===== config.mk =====
export PLATFORM = sky130hd
export DESIGN_NAME = cxp_port
export DESIGN_NICKNAME = d
export VERILOG_FILES = /design/src/design/cxp_port.v
export VERILOG_INCLUDE_DIRS = /design/src /design/src/design
export SDC_FILE = /design/constraint.sdc
export NUM_CORES = 1
export LEC_CHECK = 0
export BUFFER_PORTS_ARGS = -buffer_cell sky130_fd_sc_hd__buf_2
export CAP_MARGIN = 40
export CORE_MARGIN = 3
export CORE_UTILIZATION = 30
export DETAILED_ROUTE_END_ITERATION = 8
export SYNTH_ARGS = -nofsm -noshare
export SYNTH_HDL_FRONTEND = slang
export SYNTH_SLANG_ARGS = --single-unit

===== constraint.sdc =====
create_clock -name pclk -period 4.5 [get_ports pclk]
set_clock_uncertainty 0.05 [all_clocks]
set_input_delay 1.35 -clock pclk [delete_from_list [all_inputs] [get_ports pclk]]
set_output_delay 1.35 -clock pclk [all_outputs]
set_load 0.01 [all_outputs]

===== src/design/cxp_defines.vh =====
// constants for the coprocessor transfer port: register map, fields, codes
// assumes a 32-bit apb slave with byte addresses and one word per register
`ifndef CXP_DEFINES_VH
`define CXP_DEFINES_VH

// register byte offsets
`define CXP_OFF_CTRL      12'h000
`define CXP_OFF_INSTR     12'h004
`define CXP_OFF_IADDR     12'h008
`define CXP_OFF_BASE      12'h00c
`define CXP_OFF_SRC       12'h010
`define CXP_OFF_FLAGS     12'h014
`define CXP_OFF_STATUS    12'h018
`define CXP_OFF_RESULT    12'h01c
`define CXP_OFF_CYCLES    12'h020

// control bits
`define CXP_CTRL_GO       0
`define CXP_CTRL_PRESENT  1
`define CXP_CTRL_RESET    32'h0000_0002

// status bits
`define CXP_ST_BUSY       0
`define CXP_ST_DONE       1
`define CXP_ST_SKIP       2
`define CXP_ST_UNDEF      3
`define CXP_ST_ABORT      4
`define CXP_ST_WB         5
`define CXP_ST_UNSUP      6

// instruction fields
`define CXP_F_COND        31:28
`define CXP_F_CLASS       27:25
`define CXP_F_PRE         24
`define CXP_F_UP          23
`define CXP_F_LEN         22
`define CXP_F_WB          21
`define CXP_F_DIR         20
`define CXP_F_BASE        19:16
`define CXP_F_CPREG       15:12
`define CXP_F_CPNUM       11:8
`define CXP_F_OFFS        7:0
`define CXP_F_FLAGS       31:28
`define CXP_CLASS_MEM     3'b110
`define CXP_CLASS_REG     4'b1110
`define CXP_PC_REG        4'hf

// pipeline adjustments and word step in bytes
`define CXP_PC_BASE_ADJ   32'h0000_0008
`define CXP_PC_SRC_ADJ    32'h0000_000c
`define CXP_WORD_STEP     32'h0000_0004

// cycle type codes on cyc_type
`define CXP_CYC_NONE      3'h0
`define CXP_CYC_SEQ       3'h1
`define CXP_CYC_NSEQ      3'h2
`define CXP_CYC_INT       3'h3
`define CXP_CYC_COP       3'h4

`endif


===== src/design/cxp_port.v =====
// coprocessor transfer port: memory transfers and register moves between core and coprocessor
// assumes coprocessor and memory run on pclk; software loads operands over apb and starts it
//
// Function
// [RULE_01] execute only when condition passes
// [RULE_02] decode offset, cp number, cp register, base
// [RULE_03] bit 20 selects store or load
// [RULE_04] bit 21 writes modified address back
// [RULE_05] bit 23 adds or subtracts offset
// [RULE_06] bit 24 selects pre or post index
// [RULE_07] word offset shifted left two bits
// [RULE_08] post index writes back only if asked
// [RULE_09] first word at base, then plus four
// [RULE_10] core makes addresses, coprocessor sets count
// [RULE_11] coprocessor interprets length bit and register
// [RULE_12] coprocessor answers only its own number
// [RULE_13] low address bits driven unmodified
// [RULE_14] program counter base is address plus eight
// [RULE_15] abort traps but still writes base back
// [RULE_16] coprocessor stays restartable after abort
// [RULE_17] memory transfer timing n-1 S, 2 N, bI
// [RULE_18] move to program counter sets flags only
// [RULE_19] program counter source sends address plus twelve
// [RULE_20] register move timing per direction
// [RULE_21] direction bit one means coprocessor to core
// [RULE_22] coprocessor alone decodes its opcode fields
// [RULE_23] no coprocessor means undefined trap
// [RULE_24] stall while busy, start on acceptance
//
// Local design decisions: the register addresses and the APB slave port.
`timescale 1ns/1ps
`include "cxp_defines.vh"

module cxp_port (
   input  wire        pclk,
   input  wire        presetn,
   input  wire        psel,
   input  wire        penable,
   input  wire        pwrite,
   input  wire [11:0] paddr,
   input  wire [31:0] pwdata,
   output reg  [31:0] prdata,
   output reg         pready,
   output reg         pslverr,
   output reg         cp_valid,
   output reg  [31:0] cp_instr,
   input  wire        cp_busy,
   input  wire        cp_accept,
   input  wire        cp_last,
   input  wire [31:0] cp_wdata,
   output reg         cp_word_taken,
   output reg  [31:0] cp_rdata,
   output reg         cp_rdata_valid,
   output reg         mem_req,
   output reg         mem_write,
   output reg  [31:0] mem_addr,
   output reg  [31:0] mem_wdata,
   input  wire [31:0] mem_rdata,
   input  wire        mem_ack,
   input  wire        mem_abort,
   output reg  [2:0]  cyc_type
);

   localparam [3:0] ST_IDLE  = 4'h0;
   localparam [3:0] ST_DEC   = 4'h1;
   localparam [3:0] ST_WAIT  = 4'h2;
   localparam [3:0] ST_EXTRA = 4'h3;
   localparam [3:0] ST_XFER  = 4'h4;
   localparam [3:0] ST_MEM   = 4'h5;
   localparam [3:0] ST_FIN   = 4'h6;

   reg  [3:0]  state_q;
   reg  [31:0] ctrl_q;
   reg  [31:0] instr_q;
   reg  [31:0] iaddr_q;
   reg  [31:0] base_q;
   reg  [31:0] src_q;
   reg  [3:0]  flags_q;
   reg  [6:0]  status_q;
   reg  [31:0] result_q;
   reg  [7:0]  cnt_s_q;
   reg  [7:0]  cnt_n_q;
   reg  [7:0]  cnt_i_q;
   reg  [7:0]  cnt_c_q;
   reg  [31:0] wb_addr_q;
   reg         wb_pend_q;

   // condition check against nzcv
   function cond_ok;
      input [3:0] c;
      input [3:0] f;
      reg         n;
      reg         z;
      reg         cy;
      reg         v;
      begin
         n  = f[3];
         z  = f[2];
         cy = f[1];
         v  = f[0];
         case (c)
            4'h0:    cond_ok = z;
            4'h1:    cond_ok = ~z;
            4'h2:    cond_ok = cy;
            4'h3:    cond_ok = ~cy;
            4'h4:    cond_ok = n;
            4'h5:    cond_ok = ~n;
            4'h6:    cond_ok = v;
            4'h7:    cond_ok = ~v;
            4'h8:    cond_ok = cy & ~z;
            4'h9:    cond_ok = ~cy | z;
            4'ha:    cond_ok = (n == v);
            4'hb:    cond_ok = (n != v);
            4'hc:    cond_ok = ~z & (n == v);
            4'hd:    cond_ok = z | (n != v);
            4'he:    cond_ok = 1'b1;
            default: cond_ok = 1'b0;
         endcase
      end
   endfunction

   // instruction decode
   wire        is_mem    = (instr_q[`CXP_F_CLASS] == `CXP_CLASS_MEM);
   wire        is_reg    = (instr_q[27:24] == `CXP_CLASS_REG) & instr_q[4];
   wire        dir_load  = instr_q[`CXP_F_DIR];                            // see [RULE_03] [RULE_21]
   wire [3:0]  base_sel  = instr_q[`CXP_F_BASE];                           // see [RULE_02]
   wire [3:0]  core_reg  = instr_q[`CXP_F_CPREG];
   wire        pass      = cond_ok(instr_q[`CXP_F_COND], flags_q);         // see [RULE_01]

   // address generation; the offset counts words, never bytes
   wire [31:0] offs_b    = {22'h0, instr_q[`CXP_F_OFFS], 2'b00};           // see [RULE_07]
   wire [31:0] base_val  = (base_sel == `CXP_PC_REG) ?
                           iaddr_q + `CXP_PC_BASE_ADJ : base_q;            // see [RULE_14]
   wire [31:0] mod_addr  = instr_q[`CXP_F_UP] ? base_val + offs_b :
                           base_val - offs_b;                              // see [RULE_05]
   wire [31:0] first_adr = instr_q[`CXP_F_PRE] ? mod_addr : base_val;      // see [RULE_06] [RULE_09]
   // write-back is never done to the program counter, even if asked
   wire        do_wb     = instr_q[`CXP_F_WB] & (base_sel != `CXP_PC_REG); // see [RULE_04] [RULE_08]
   wire [31:0] mcr_word  = (core_reg == `CXP_PC_REG) ?
                           iaddr_q + `CXP_PC_SRC_ADJ : src_q;              // see [RULE_19]

   wire        apb_setup = psel & ~penable;
   wire        apb_wr    = psel & penable & pwrite;
   wire        go        = apb_wr & (paddr == `CXP_OFF_CTRL) &
                           pwdata[`CXP_CTRL_GO] & (state_q == ST_IDLE);

   // apb read data and error prepared in setup so the access phase needs no wait
   always @(posedge pclk or negedge presetn) begin
      if (!presetn) begin
         prdata  <= 32'h0000_0000;
         pslverr <= 1'b0;
         pready  <= 1'b0;
      end else begin
         pready <= 1'b1;
         if (apb_setup) begin
            pslverr <= 1'b0;
            case (paddr)
               `CXP_OFF_CTRL:   prdata <= ctrl_q;
               `CXP_OFF_INSTR:  prdata <= instr_q;
               `CXP_OFF_IADDR:  prdata <= iaddr_q;
               `CXP_OFF_BASE:   prdata <= base_q;
               `CXP_OFF_SRC:    prdata <= src_q;
               `CXP_OFF_FLAGS:  prdata <= {flags_q, 28'h0};
               `CXP_OFF_STATUS: prdata <= {25'h0, status_q};
               `CXP_OFF_RESULT: prdata <= result_q;
               `CXP_OFF_CYCLES: prdata <= {cnt_c_q, cnt_i_q, cnt_n_q, cnt_s_q};
               default: begin
                  prdata  <= 32'h0000_0000;
                  pslverr <= 1'b1;
               end
            endcase
         end
      end
   end

   // software writable operands; writes are taken only while the sequencer is idle
   always @(posedge pclk or negedge presetn) begin
      if (!presetn) begin
         ctrl_q  <= `CXP_CTRL_RESET;
         instr_q <= 32'h0000_0000;
         iaddr_q <= 32'h0000_0000;
         src_q   <= 32'h0000_0000;
      end else if (apb_wr && state_q == ST_IDLE) begin
         // operands freeze while an instruction runs
         case (paddr)
            `CXP_OFF_CTRL:  ctrl_q  <= {30'h0, pwdata[`CXP_CTRL_PRESENT], 1'b0};
            `CXP_OFF_INSTR: instr_q <= pwdata;
            `CXP_OFF_IADDR: iaddr_q <= pwdata;
            `CXP_OFF_SRC:   src_q   <= pwdata;
            default: ;
         endcase
      end
   end

   // main sequencer
   always @(posedge pclk or negedge presetn) begin
      if (!presetn) begin
         state_q        <= ST_IDLE;
         base_q         <= 32'h0000_0000;
         flags_q        <= 4'h0;
         status_q       <= 7'h00;
         result_q       <= 32'h0000_0000;
         cnt_s_q        <= 8'h00;
         cnt_n_q        <= 8'h00;
         cnt_i_q        <= 8'h00;
         cnt_c_q        <= 8'h00;
         wb_addr_q      <= 32'h0000_0000;
         wb_pend_q      <= 1'b0;
         cp_valid       <= 1'b0;
         cp_instr       <= 32'h0000_0000;
         cp_word_taken  <= 1'b0;
         cp_rdata       <= 32'h0000_0000;
         cp_rdata_valid <= 1'b0;
         mem_req        <= 1'b0;
         mem_write      <= 1'b0;
         mem_addr       <= 32'h0000_0000;
         mem_wdata      <= 32'h0000_0000;
         cyc_type       <= `CXP_CYC_NONE;
      end else begin
         cp_word_taken  <= 1'b0;
         cp_rdata_valid <= 1'b0;
         cyc_type       <= `CXP_CYC_NONE;
         if (state_q == ST_IDLE && apb_wr) begin
            if (paddr == `CXP_OFF_BASE)
               base_q <= pwdata;
            if (paddr == `CXP_OFF_FLAGS)
               flags_q <= pwdata[`CXP_F_FLAGS];
         end
         case (state_q)
            ST_IDLE: begin
               if (go) begin
                  status_q <= 7'h01;
                  cnt_s_q  <= 8'h00;
                  cnt_n_q  <= 8'h00;
                  cnt_i_q  <= 8'h00;
                  cnt_c_q  <= 8'h00;
                  if (!pass) begin
                     status_q <= 7'h06;                                     // see [RULE_01]
                  end else if (!ctrl_q[`CXP_CTRL_PRESENT] && (is_mem || is_reg)) begin
                     status_q <= 7'h0a;                                     // see [RULE_23]
                  end else if (!is_mem && !is_reg) begin
                     status_q <= 7'h42;
                  end else begin
                     // the whole word goes out; fields above are the coprocessor's
                     cp_valid <= 1'b1;                                      // see [RULE_22] [RULE_12]
                     cp_instr <= instr_q;                                   // see [RULE_11]
                     state_q  <= is_mem ? ST_WAIT : ST_DEC;
                  end
               end
            end
            ST_DEC: begin
               // opening sequential cycle of a register move
               cyc_type <= `CXP_CYC_SEQ;
               cnt_s_q  <= cnt_s_q + 8'h01;                                 // see [RULE_20]
               state_q  <= ST_WAIT;
            end
            ST_WAIT: begin
               if (cp_accept) begin
                  cp_valid <= 1'b0;                                         // see [RULE_24]
                  if (is_mem) begin
                     mem_req   <= 1'b1;                                     // see [RULE_10]
                     mem_write <= ~dir_load;                                // see [RULE_03]
                     mem_addr  <= first_adr;                                // see [RULE_13]
                     mem_wdata <= cp_wdata;
                     cp_word_taken <= ~dir_load;
                     wb_addr_q <= mod_addr;
                     wb_pend_q <= do_wb;
                     cyc_type  <= `CXP_CYC_NSEQ;
                     cnt_n_q   <= cnt_n_q + 8'h01;                          // see [RULE_17]
                     state_q   <= ST_MEM;
                  end else if (dir_load) begin
                     cyc_type <= `CXP_CYC_INT;
                     cnt_i_q  <= cnt_i_q + 8'h01;                           // see [RULE_20]
                     state_q  <= ST_EXTRA;
                  end else begin
                     cp_rdata       <= mcr_word;                            // see [RULE_19]
                     cp_rdata_valid <= 1'b1;
                     cyc_type       <= `CXP_CYC_COP;
                     cnt_c_q        <= cnt_c_q + 8'h01;                     // see [RULE_20]
                     state_q        <= ST_FIN;
                  end
               end else if (cp_busy) begin
                  // busy-wait costs one internal cycle each
                  cyc_type <= `CXP_CYC_INT;
                  cnt_i_q  <= cnt_i_q + 8'h01;                              // see [RULE_24] [RULE_17]
               end else begin
                  // nobody claimed it: undefined trap
                  cp_valid <= 1'b0;
                  status_q <= 7'h0a;                                        // see [RULE_23]
                  state_q  <= ST_IDLE;
               end
            end
            ST_EXTRA: begin
               // coprocessor presents its word in the transfer cycle
               cyc_type <= `CXP_CYC_COP;
               cnt_c_q  <= cnt_c_q + 8'h01;                                 // see [RULE_20]
               state_q  <= ST_XFER;
            end
            ST_XFER: begin
               if (core_reg == `CXP_PC_REG)
                  flags_q <= cp_wdata[`CXP_F_FLAGS];                        // see [RULE_18]
               else
                  result_q <= cp_wdata;
               status_q <= 7'h02;
               state_q  <= ST_IDLE;
            end
            ST_MEM: begin
               if (mem_ack) begin
                  if (dir_load && !mem_abort) begin
                     cp_rdata       <= mem_rdata;
                     cp_rdata_valid <= 1'b1;
                  end
                  if (mem_abort || cp_last) begin
                     // abort ends the transfer; write-back still happens below
                     mem_req <= 1'b0;
                     status_q[`CXP_ST_ABORT] <= mem_abort;                  // see [RULE_15] [RULE_16]
                     cyc_type <= `CXP_CYC_NSEQ;
                     cnt_n_q  <= cnt_n_q + 8'h01;                           // see [RULE_17]
                     state_q  <= ST_FIN;
                  end else begin
                     mem_addr  <= mem_addr + `CXP_WORD_STEP;                // see [RULE_09]
                     mem_wdata <= cp_wdata;
                     cp_word_taken <= ~dir_load;
                     cyc_type  <= `CXP_CYC_SEQ;
                     cnt_s_q   <= cnt_s_q + 8'h01;                          // see [RULE_17]
                  end
               end
            end
            ST_FIN: begin
               if (wb_pend_q) begin
                  base_q <= wb_addr_q;                                      // see [RULE_04] [RULE_15]
                  status_q[`CXP_ST_WB] <= 1'b1;
               end
               wb_pend_q <= 1'b0;
               if (!is_mem)
                  status_q[`CXP_ST_ABORT] <= 1'b0;
               status_q[`CXP_ST_BUSY] <= 1'b0;
               status_q[`CXP_ST_DONE] <= 1'b1;
               state_q <= ST_IDLE;
            end
            default: state_q <= ST_IDLE;
         endcase
      end
   end

endmodule // cxp_port


==> results.md, run 1 <==
Clock network:
- The clock drives 410 sinks.
- The clock latency of the later-clocked register in the worst-skew pair is 590 ps.
- In this run the number of H-tree levels came out at 2.
- The number of clock buffers inserted by TritonCTS is 47.
- The cell sitting at the root of the clock tree is a sky130_fd_sc_hd__clkbuf_16.
- After clock tree synthesis, the setup repair step added 0 buffers.
- The maximum buffer depth of the clock tree is 3.
- Clock-pin slew was measured on the worst setup and hold paths at 60 ps.
- The TritonCTS clock tree is yes.

Setup path:
- For this run, the slowest stage of the critical path takes 530 ps.
- The buffer and inverter count on the worst path is 0.
- The data arrival at the endpoint of the critical path is 4630 ps.
- The worst setup path is captured at a register.
- In this run the worst path has a maximum fanout of 6.
- STA classifies the critical path startpoint as a register.
- The critical path is of the register to register type.
- The library cell appearing most often on the critical path is sky130_fd_sc_hd__ha_1.
- STA puts the critical path data required time at 4880 ps.
- For this design, the slowest cell found on the critical path is sky130_fd_sc_hd__dfrtp_1.
- The kind of cell with the highest combined delay along the critical path is compound AO/OA/AOI/OAI gates.
- The critical path goes through nor4b_1 -> nor3b_1 -> ha_1 -> mux2_2 -> ha_1 -> a211oi_1 -> o211ai_1 -> a41o_1 -> a31oi_1 -> o21ai_0 -> a21oi_1 -> xor2_1 -> a221oi_1.

GRT:
- The pin count of the biggest net entering global routing is 67.
- In the global route stage, met3 resource usage came out at 0.0634.
- The first global-routing pass estimated 126000 um of wire.
- In the global route stage, met1 resource usage came out at 0.279.
- The remaining global-route overflow is 0.
- The initial antenna violation count is 14.
- For this run, global-route usage on met2 was measured as 0.342.
- Across every metal layer, demand over resource in global routing totals 0.214.
- After global routing, the most crowded layer is met2.
- The number of global-route vias before repair is 19100.

Power:
- The maximum VDD drop is 246 uV.
- Of the total power, registers draw 0.468.
- The share of total power dissipated in the clock network is 0.502.
- The leakage power is 0.0124 uW.
- The analysis attributes to net switching a power of 1800 uW.
- The internal power is 6160 uW.
- The combinational share of power is 0.030.
- Of the total power, the share spent switching nets is 0.226.
- The total power density per cell area is 298 nW/um2.

Synthesis:
- The count of unique library cells instantiated by Yosys is 75.
- The number of synthesized flops with an enable pin is 0.
- The share of synthesized area in the top cell type comes to 0.462.
- The register area share after synthesis is 0.464.
- The library cell with the largest summed area after synthesis is sky130_fd_sc_hd__dfrtp_1.
- The commonest cells after synthesis are 409 x sky130_fd_sc_hd__dfrtp_1, 345 x sky130_fd_sc_hd__nand2_1, 183 x sky130_fd_sc_hd__o21ai_0, 176 x sky130_fd_sc_hd__nor2_1, 166 x sky130_fd_sc_hd__a21oi_1.
- The Yosys step of the flow raised 0 warnings.
- The synthesized instance count is 2352.
- Each instance of the synthesized netlist takes up on average 9.41 um2.
- For this run, the leading register cell type out of synthesis is sky130_fd_sc_hd__dfrtp_1.
- In the post-synthesis netlist, the biggest area contributors are sky130_fd_sc_hd__dfrtp_1 46%, sky130_fd_sc_hd__mux2_2 8.1%, sky130_fd_sc_hd__nand2_1 5.9%.
- The cell area that synthesis handed to floorplanning was 22100 um2.
- The fraction of registers with async set/reset is 1.00.
- The most frequently used cell type in the post-synthesis netlist is sky130_fd_sc_hd__dfrtp_1.
- The synthesis-stage register bit count is 410.
- When the netlist entered floorplanning its net count stood at 2511.

Finish:
- The fraction of layout cells with a size suffix above 1 is 0.246.
- The total of fill cells in the finished design is 7385.
- For this run, the number of standard cells in the final layout without fillers is 3606.
- The final cell utilization of the core is 0.369.
- The total number of nets in the final design is 2774.
- The area growth from synthesis to final layout is 20.6%.

Timing:
- The ratio of final minimum period to clock period is 0.945.
- The minimum clock period after layout is 4250 ps.
- For this run, the top clock speed supported by timing is 0.235 GHz.
- Setup repair after global routing left no endpoint under its margin.
- The final number of hold-violating endpoints is 0.
- In the final timing run, aggregate negative setup slack is 0 ps.
- The worst setup slack after layout is 247 ps.
- Setup violations remaining at the end of the flow were counted as 0.
- The count of final max-slew check failures was 0.
- The relative slew slack is 0.295.
- The transition at the pin with the smallest max-transition slack is 1050 ps.

Die:
- The starting density of the core is 0.306.
- During I/O placement, the number of pins put on the boundary was 288.
- The vertical extent of the die is 278 um.
- The die covers 77100 um2.
- From left edge to right edge, the die measures 278 um.
- The core region is 72300 um2.
- The standard-cell row count is 98.

Detailed routing:
- The number of violations reported at the end of detailed-routing iteration 0 is 1950.
- The DRC violation count after routing is 0.
- The detail route stage leaves a number of antenna-violating nets equal to 0.
- Wires add up to 84600 um.
- The total vias in the final route is 19700.
- Dividing the detail-routed via count by the number of cells gives 5.47.
- The first detailed-routing pass ran for 6 iterations.
- In the final routed layout, each cell accounts on average for 23.5 um.

Flow run:
- The tool flagged a number of max-cap violations equal to 0.

Hold path:
- The path class of the tightest hold or removal check is register to register.

Place:
- After legalization and detailed placement, the total HPWL measured 64100 um.
- Buffers placed on the I/O ports in this run total 287.
- The number of cells after detailed placement is 3516.
- The post-placement worst setup slack is 235 ps.
- Routability-driven placement finished with a final weighted congestion of 0.965.

Status:
- The flow ran to the end, and the final reports show no timing, DRC or antenna violations.
path summary, 6_finish.rpt:
kind | end | from | cells past startpoint | slack [ps]
max | mem_addr[20] | instr_q[0] | 13 | 250
min | mem_wdata[29] | mem_wdata[29] | 2 | 410
max reg2reg | mem_addr[20] | instr_q[0] | 13 | 250
min reg2reg | mem_wdata[29] | mem_wdata[29] | 2 | 410
max in group asynchronous | cp_instr[7] | presetn | 3 | 2750
min in group asynchronous | cp_instr[26] | presetn | 1 | 670
cells by family after synthesis:
kind of cell,after synthesis,share of synthesized area
AND/OR/NAND/NOR,793,0.163
other,1,0.000169
adder cells (fa/ha/maj),41,0.0235
flip-flops,410,0.464
AO/OA/AOI/OAI,601,0.171
buffers and inverters,194,0.0344
multiplexers,207,0.103
XOR/XNOR,105,0.0415
power groups by stage:
stage	clock, uW	sequential (uW)	combinational, uW
after CTS	4060	3720	247
final	4000	3720	242
after global placement	0	3790	246
after detailed placement	0	3790	246
after floorplan	0	3780	45.1
after global routing	4220	3720	269
cell usage in the layout, fill, tap and decap left out, types with 37 or more instances in the layout:
cell and n:
sky130_fd_sc_hd__o21ai_0 183, sky130_fd_sc_hd__nand3_1 74, sky130_fd_sc_hd__a21oi_1 166, sky130_fd_sc_hd__buf_4 74
sky130_fd_sc_hd__xor2_1 61, sky130_fd_sc_hd__buf_2 290, sky130_fd_sc_hd__xnor2_1 44, sky130_fd_sc_hd__clkbuf_16 49
sky130_fd_sc_hd__ha_1 40, sky130_fd_sc_hd__nor3_1 37, sky130_fd_sc_hd__mux2_2 160, sky130_fd_sc_hd__a22oi_1 62
sky130_fd_sc_hd__nand2_1 343, sky130_fd_sc_hd__nor2_1 171, sky130_fd_sc_hd__mux2i_1 47, sky130_fd_sc_hd__dfrtp_1 409
metal layers:
metal | share of wire | vias to the layer above
met5 | 0.0017 | -
met1 | 0.41 | 9786
li1 | - | 8984
met2 | 0.46 | 746
met3 | 0.089 | 185
met4 | 0.036 | 20
registers in the layout (all words and copies together), names as in the netlist, 32 cells and up:
name,flops
base_q,32
cp_instr,32
cp_rdata,32
iaddr_q,32
instr_q,32
mem_addr,32
mem_wdata,32
prdata,32
result_q,32
src_q,32
wb_addr_q,32
tightest hold or removal path, delay by kind of cell (launching register included):
kind	cells	cell delay (ps)
DFF	1	330
and+or+nand+nor	2	90
cell type report:
type / count / area (um2) / share of cell area
diodes: 6 / 15.0 / 0.000563
clock buffers: 70 / 1410 / 0.0527
clock inverters: 14 / 179 / 0.00670
inverters: 28 / 105 / 0.00394
multi-input cells: 1748 / 11200 / 0.420
flip-flops and latches: 410 / 10300 / 0.385
well taps: 950 / 1190 / 0.0445
repair buffers: 380 / 2320 / 0.0870
metrics by stage:
| stage | total power, uW | area [um2] | hold slack [ps] |
|---|---|---|---|
| final | 7960 | 26700 | 407 |
| after global routing | 8220 | 26700 | 435 |
| after CTS | 8040 | 26700 | 413 |
| after detailed placement | 4040 | 25100 | 400 |
| after global placement | 4040 | 25000 | 395 |
| after floorplan | 3830 | 22100 | 396 |
repair_timing:
item | 4_1_cts | 5_1_grt
gates resized for setup | 0 | 2
setup endpoints to repair | 0 | 6
hold buffers | 0 | 0
(Power assumes the default switching activity.)
==> run 2, diff against run 1 <==
--- a/config.mk
+++ b/config.mk
@@ -8,9 +8,12 @@
 export LEC_CHECK = 0
 export BUFFER_PORTS_ARGS = -buffer_cell sky130_fd_sc_hd__buf_2
 export CAP_MARGIN = 40
+export CELL_PAD_IN_SITES_DETAIL_PLACEMENT = 1
+export CELL_PAD_IN_SITES_GLOBAL_PLACEMENT = 1
 export CORE_MARGIN = 3
 export CORE_UTILIZATION = 30
 export DETAILED_ROUTE_END_ITERATION = 8
+export PLACE_DENSITY_LB_ADDON = 0.1
 export SYNTH_ARGS = -nofsm -noshare
 export SYNTH_HDL_FRONTEND = slang
 export SYNTH_SLANG_ARGS = --single-unit
==> results.md, run 2 (synthesis results as in run 1) <==
Status:
- Run status: finished clean (unchanged).

Timing:
- The count of final max-slew check failures is 0 (unchanged).
- Setup repair after global routing missed its margin: false (unchanged).
- The achievable frequency is 0.242 GHz (was 0.235 GHz).
- The final number of hold-violating endpoints is 0 (unchanged).
- The worst hold margin is 406 ps (was 407 ps).
- The number of setup violations in the final report came to 0 (unchanged).
- The ratio of final minimum period to clock period came to 0.920 (was 0.945).
- The transition at the pin with the smallest max-transition slack was 910 ps (was 1050 ps).
- The setup TNS after final layout is 0 ps (unchanged).
- The relative slew slack is 0.392 (was 0.295).
- The minimum clock period after layout is 4140 ps (was 4250 ps).

Power:
- The part of the total power dissipated in sequential elements came to 0.451 (was 0.468).
- The total power density per cell area came to 304 nW/um2 (was 298 nW/um2).
- The net switching fraction of the power was 0.230 (was 0.226).
- The power spent charging and discharging nets was 1900 uW (was 1800 uW).
- The combinational share of power is 0.030 (about the same).
- The total power draw is 8260 uW (was 7960 uW).
- The internal power is 6360 uW (was 6160 uW).
- The maximum VDD drop is 216 uV (was 246 uV).
- The leakage power is 0.0127 uW (was 0.0124 uW).
- The clock power share is 0.519 (was 0.502).

Die:
- The overall die area is 77100 um2 (unchanged).
- The number of primary I/O pins is 288 (unchanged).
- The area of the core region is 72300 um2 (unchanged).
- The starting density of the core was 0.306 (unchanged).
- The vertical extent of the die was 278 um (unchanged).
- The die width is 278 um (unchanged).
- The standard-cell row count was 98 (unchanged).

Clock network:
- The clock sink count came to 410 (unchanged).
- The post-CTS clock slew at the launch and capture registers of the worst setup and hold paths was 60 ps (about the same).
- The TritonCTS clock tree is yes (unchanged).
- The library cell used as clock root buffer is sky130_fd_sc_hd__clkbuf_16 (unchanged).
- The maximum level of the CTS H-tree was 2 (unchanged).
- The number of clock buffers inserted by TritonCTS is 51 (was 47).
- The maximum buffer depth of the clock tree is 3 (unchanged).
- The clock latency of the later-clocked register in the worst-skew pair is 600 ps (was 590 ps).
- The number of buffers inserted by hold repair at cts is 0 (unchanged).

Place:
- The global placer's final weighted congestion is 0.918 (was 0.965).
- The count of buffers from port buffering is 287 (unchanged).
- The estimated wirelength of the detail-placed design is 71600 um (was 64100 um).
- The number of cells after detailed placement came to 3561 (was 3516).

Finish:
- The number of non-filler instances in the completed layout is 3656 (was 3606).
- The total of fill cells in the finished design came to 8300 (was 7385).
- The most common cell after layout, fill and taps aside is sky130_fd_sc_hd__dfrtp_1 (unchanged).
- Most frequent cells in the layout: 409 x sky130_fd_sc_hd__dfrtp_1, 343 x sky130_fd_sc_hd__nand2_1, 286 x sky130_fd_sc_hd__buf_2, 182 x sky130_fd_sc_hd__o21ai_0, 170 x sky130_fd_sc_hd__nor2_1 (was 409 x sky130_fd_sc_hd__dfrtp_1, 343 x sky130_fd_sc_hd__nand2_1, 290 x sky130_fd_sc_hd__buf_2, 183 x sky130_fd_sc_hd__o21ai_0, 171 x sky130_fd_sc_hd__nor2_1).
- The area growth from synthesis to final layout came to 22.8% (was 20.6%).
- The total number of nets in the final design is 2825 (was 2774).
- The fraction of layout cells with a size suffix above 1 is 0.260 (was 0.246).

Setup path:
- The data arrival at the endpoint of the critical path is 4570 ps (was 4630 ps).
- The required time reported for the critical path endpoint came to 4930 ps (was 4880 ps).
- The maximum net fanout on the critical path is 5 (was 6).
- The type of the worst setup path is register to register (unchanged).
- The sort of element at the end of the critical path is a register (unchanged).
- The kind of launch point of the worst setup path is a register (unchanged).

GRT:
- The remaining global-route overflow is 0 (unchanged).
- The number of global-route vias before repair was 21100 (was 19100).
- The wire length of the first global-routing pass is 140000 um (was 126000 um).
- The pin count of the biggest net entering global routing is 82 (was 67).
- The initial antenna violation count was 8 (was 14).
- The global routing usage summed across all routing layers is 0.240 (was 0.214).

Detailed routing:
- The first-pass iteration count of the detailed router was 6 (unchanged).
- The DRC violation count after routing was 0 (unchanged).
- The number of routed nets with antenna violations is 0 (unchanged).
- The detailed-route wire length per cell is 25.8 um (was 23.5 um).
- The total vias in the final route is 20000 (was 19700).
- The number of violations reported at the end of detailed-routing iteration 0 is 1215 (was 1950).
- The via-per-instance ratio is 5.47 (about the same).
- The total wire length is 94500 um (was 84600 um).

Flow run:
- The number of max-cap violations came to 0 (unchanged).

Hold path:
- The class of the most critical hold timing path was register to register (unchanged).
==> run 2: final cells by class <==
type	instances	area [um2]	share of cell area
clock buffer	75	1460	0.0536
inverter	28	105	0.00387
clock inverter	16	256	0.00943
sequential	410	10300	0.377
timing repair buffer	427	2700	0.0991
antenna	2	5.00	0.000184
tap	950	1190	0.0437
multi-input combinational	1748	11200	0.413
==> run 2: power groups by stage <==
stage	registers, uW	logic (uW)	clock network (uW)
after detailed placement	3790	255	0
final	3730	248	4290
after CTS	3730	256	4400
after global routing	3720	276	4550
after floorplan	3780	45.1	0
after global placement	3790	252	0
==> run 2: per-stage QoR <==
| step | utilization | worst slack (ps) | cell area, um2 |
|---|---|---|---|
| after floorplan | - | 351 | 22100 |
| after global placement | 0.350 | 298 | 25300 |
| after detailed placement | 0.352 | 163 | 25400 |
| after CTS | 0.375 | 137 | 27100 |
| after global routing | 0.376 | 3.50 | 27200 |
| final | 0.376 | 361 | 27200 |
==> run 2: critical path, stage by stage (launching register included) <==
cell	delay (ps)
sky130_fd_sc_hd__dfrtp_1	410
sky130_fd_sc_hd__ha_1	230
sky130_fd_sc_hd__nand3_1	210
sky130_fd_sc_hd__nor4_2	350
sky130_fd_sc_hd__buf_4	210
sky130_fd_sc_hd__nand3_1	100
sky130_fd_sc_hd__xor2_1	180
sky130_fd_sc_hd__o21ai_0	110
sky130_fd_sc_hd__buf_4	160
sky130_fd_sc_hd__ha_1	360
sky130_fd_sc_hd__a21oi_1	90
sky130_fd_sc_hd__o21ai_0	270
sky130_fd_sc_hd__nor4_1	90
sky130_fd_sc_hd__or4_1	510
sky130_fd_sc_hd__o211ai_1	190
sky130_fd_sc_hd__buf_4	190
sky130_fd_sc_hd__xnor2_1	70
sky130_fd_sc_hd__a221oi_1	260
==> run 2: path summary, 6_finish.rpt <==
check / from / slack [ps] / endpoint / depth (start not counted)
setup reg to reg: iaddr_q[3] / 360 / mem_addr[26] / 17
hold reg to reg: mem_wdata[28] / 410 / mem_wdata[28] / 2
max in group asynchronous: presetn / 2680 / src_q[11] / 2
hold / removal: mem_wdata[28] / 410 / mem_wdata[28] / 2
setup / recovery: iaddr_q[3] / 360 / mem_addr[26] / 17
min in group asynchronous: presetn / 700 / cp_instr[24] / 1
==> run 2: per-layer routing <==
layer	share of wire	GRT usage	routed length, um	vias to the layer above
met3	0.053	0.0405	5010	140
li1	-	-	-	9071
met5	0.00011	0.00563	10	-
met4	0.037	0.0837	3460	2
met2	0.48	0.404	45500	550
met1	0.43	0.312	40600	10200
==> run 2: what timing repair did <==
action | 4_1_cts | 5_1_grt
setup buffers | 0 | 2
endpoints found under the hold margin | 0 | 0
gates resized for setup | 0 | 7
endpoints found under the setup margin | 0 | 17
==> run 3, diff against run 2 <==
--- a/config.mk
+++ b/config.mk
@@ -13,7 +13,9 @@
 export CORE_MARGIN = 3
 export CORE_UTILIZATION = 30
 export DETAILED_ROUTE_END_ITERATION = 8
+export MAX_ROUTING_LAYER = met4
 export PLACE_DENSITY_LB_ADDON = 0.1
+export RECOVER_POWER = 100
 export SYNTH_ARGS = -nofsm -noshare
 export SYNTH_HDL_FRONTEND = slang
 export SYNTH_SLANG_ARGS = --single-unit
==> results.md, run 3 (synthesis results as in run 1) <==
GRT:
- The pin count of the biggest net entering global routing is 88 (was 82).
- The global routing usage summed across all routing layers is 0.248 (was 0.240).
- The initial antenna violation count is 6 (was 8).
- The number of global-route vias before repair came to 21000 (was 21100).
- The remaining global-route overflow was 0 (unchanged).
- The wire length of the first global-routing pass was 140000 um (about the same).

Clock network:
- The library cell used as clock root buffer is sky130_fd_sc_hd__clkbuf_16 (unchanged).
- The maximum level of the CTS H-tree is 2 (unchanged).
- The maximum buffer depth of the clock tree is 3 (unchanged).
- The number of buffers inserted by hold repair at cts is 0 (unchanged).
- The number of clock buffers inserted by TritonCTS is 50 (was 51).
- The clock latency of the later-clocked register in the worst-skew pair is 600 ps (about the same).
- The count of buffers added by post-CTS timing repair for setup is 0 (unchanged).
- The clock sink count came to 410 (unchanged).
- The post-CTS resize count came to 0 (unchanged).
- The TritonCTS clock tree is yes (unchanged).
- The post-CTS clock slew at the launch and capture registers of the worst setup and hold paths is 60 ps (about the same).

Die:
- The overall die area came to 77100 um2 (unchanged).
- The area of the core region is 72300 um2 (unchanged).
- The standard-cell row count was 98 (unchanged).
- The die width is 278 um (unchanged).
- The starting density of the core is 0.306 (unchanged).
- The vertical extent of the die is 278 um (unchanged).
- The number of primary I/O pins is 288 (unchanged).

Place:
- The global placer's final weighted congestion is 0.926 (was 0.918).
- The estimated wirelength of the detail-placed design is 71400 um (was 71600 um).
- The count of buffers from port buffering came to 287 (unchanged).

Setup path:
- The beginning of the critical path is paddr[7] (was iaddr_q[3]).
- The kind of cell adding the most delay to the critical path is compound AO/OA/AOI/OAI gates (was simple AND/OR/NAND/NOR gates).
- The endpoint of the most critical setup path is cnt_c_q[4] (was mem_addr[26]).
- The endpoint of the lowest-slack register-to-register path is mem_addr[30] (was mem_addr[26]).
- Cells along the critical path: buf_2 -> or4_1 -> nor4_1 -> a41oi_1 -> a2111oi_0 -> buf_4 -> nand2_1 -> o31ai_1 (was ha_1 -> nand3_1 -> nor4_2 -> buf_4 -> nand3_1 -> xor2_1 -> o21ai_0 -> buf_4 -> ha_1 -> a21oi_1 -> o21ai_0 -> nor4_1 -> or4_1 -> o211ai_1 -> buf_4 -> xnor2_1 -> a221oi_1).
- The maximum net fanout on the critical path is 10 (was 5).
- The sort of element at the end of the critical path is a register (unchanged).
- The worst reg-to-reg setup slack is 280 ps (was 360 ps).
- The total stage count of the critical path was 8 (was 17).
- The number of cells on the worst reg-to-reg path is 15 (was 17).
- The type of the worst setup path is input port to register (was register to register).
- The buffer and inverter count on the worst path is 2 (was 3).
- The kind of launch point of the worst setup path is an input port (was register).
- The library cell contributing the largest single delay on the critical path is sky130_fd_sc_hd__a2111oi_0 (was sky130_fd_sc_hd__or4_1).
- The data arrival at the endpoint of the critical path is 4800 ps (was 4570 ps).
- The longest individual stage delay on the worst path is 920 ps (was 510 ps).
- The worst reg2reg path startpoint was instr_q[3] (was iaddr_q[3]).
- The required time reported for the critical path endpoint is 4940 ps (was 4930 ps).

Timing:
- Setup repair after global routing missed its margin: false (unchanged).
- The transition at the pin with the smallest max-transition slack is 2200 ps (was 910 ps).
- The relative slew slack was -0.467 (was 0.392).
- The achievable frequency is 0.230 GHz (was 0.242 GHz).
- The count of final max-slew check failures is 177 (was 0).
- The final number of hold-violating endpoints is 0 (unchanged).
- The number of setup violations in the final report is 0 (unchanged).
- The minimum clock period after layout is 4350 ps (was 4140 ps).
- The ratio of final minimum period to clock period is 0.967 (was 0.920).
- The setup TNS after final layout is 0 ps (unchanged).

Detailed routing:
- The total vias in the final route is 20000 (about the same).
- The met3 routed wirelength came to 4330 um (was 5010 um).
- The first-pass iteration count of the detailed router is 5 (was 6).
- The detailed-route wire length per cell was 25.8 um (about the same).
- The wire length on met1 is 41400 um (was 40600 um).
- The topmost layer with routed signal wires is met4 (was met5).
- The number of violations reported at the end of detailed-routing iteration 0 is 1351 (was 1215).
- The total met2 wirelength after detailed routing is 44600 um (was 45500 um).
- The total wire length is 94300 um (was 94500 um).
- The DRC violation count after routing is 0 (unchanged).
- The number of routed nets with antenna violations is 0 (unchanged).
- The via-per-instance ratio is 5.46 (was 5.47).

Power:
- The maximum VDD drop is 207 uV (was 216 uV).
- The leakage power is 0.0118 uW (was 0.0127 uW).
- The total power density per cell area is 300 nW/um2 (was 304 nW/um2).

Hold path:
- The start point of the worst min-delay path is cp_instr[26] (was mem_wdata[28]).
- The class of the most critical hold timing path is register to register (unchanged).

Status:
- Run status: finished with violations (was finished clean).
- The checks that failed: max-capacitance violations, max-slew violations.

Finish:
- The total number of nets in the final design is 2831 (was 2825).
- The total of fill cells in the finished design is 8402 (was 8300).
- The fraction of layout cells with a size suffix above 1 is 0.187 (was 0.260).
- Most frequent cells in the layout: 409 x sky130_fd_sc_hd__dfrtp_1, 343 x sky130_fd_sc_hd__nand2_1, 200 x sky130_fd_sc_hd__clkbuf_1, 181 x sky130_fd_sc_hd__o21ai_0, 172 x sky130_fd_sc_hd__nor2_1 (was 409 x sky130_fd_sc_hd__dfrtp_1, 343 x sky130_fd_sc_hd__nand2_1, 286 x sky130_fd_sc_hd__buf_2, 182 x sky130_fd_sc_hd__o21ai_0, 170 x sky130_fd_sc_hd__nor2_1).
- The most common cell after layout, fill and taps aside was sky130_fd_sc_hd__dfrtp_1 (unchanged).
- The area growth from synthesis to final layout is 20.0% (was 22.8%).
- The final cell utilization of the core is 0.367 (was 0.376).

Flow run:
- The number of max-cap violations is 4 (was 0).
## run 3: cell types whose count changed in the layout (fill, tap and decap cells not counted), sizes merged
cell | before | now
clkbuf | 75 | 281
buf | 427 | 225
bufinv | 6 | 3
diode | 2 | 5
clkinvlp | 3 | 1
clkinv | 5 | 6
inv | 30 | 29
## run 3: power by group
part | switching [uW] | internal, uW | total (uW)
sequential | 18.8 | 3710 | 3730
clock | 1650 | 2360 | 4010
combinational | 174 | 65.8 | 239
total | 1840 | 6130 | 7970
## run 3: layout make-up
cell class / count / area [um2] / share of cell area
timing repair buffer: 434 / 2300 / 0.0867
clock buffer: 72 / 1440 / 0.0540
multi-input combinational: 1748 / 11100 / 0.419
antenna: 5 / 12.5 / 0.000471
sequential: 410 / 10300 / 0.386
tap: 950 / 1190 / 0.0447
clock inverter: 11 / 136 / 0.00513
inverter: 28 / 105 / 0.00396
## run 3: per-stage QoR
step / std cells / setup slack, ps / instance area (um2) / total power (uW) / hold WS, ps
after floorplan: 2352 / 351 / 22100 / 3830 / 396
after global routing: 3653 / 5.63 / 26600 / 8280 / 435
after CTS: 3653 / 180 / 27100 / 8120 / 414
final: 3658 / 147 / 26600 / 7970 / 414
after detailed placement: 3570 / 229 / 25500 / 4050 / 400
after global placement: 3566 / 324 / 25400 / 4050 / 394
## run 3: layer usage
metal,up-vias,global-route usage
met1,10200,0.320
li1,9071,-
met4,0,0.0952
met2,503,0.397
met5,-,-
met3,170,0.0316
## run 3: worst min path at each step
stage                                to  slack (ps)  depth (start not counted)
after floorplan              cnt_n_q[7]         400                          1
after global placement     mem_wdata[4]         390                          2
after detailed placement  mem_wdata[27]         400                          2
after CTS                 mem_wdata[27]         410                          2
after global routing       cp_instr[26]         430                          1
final                      cp_instr[26]         410                          1
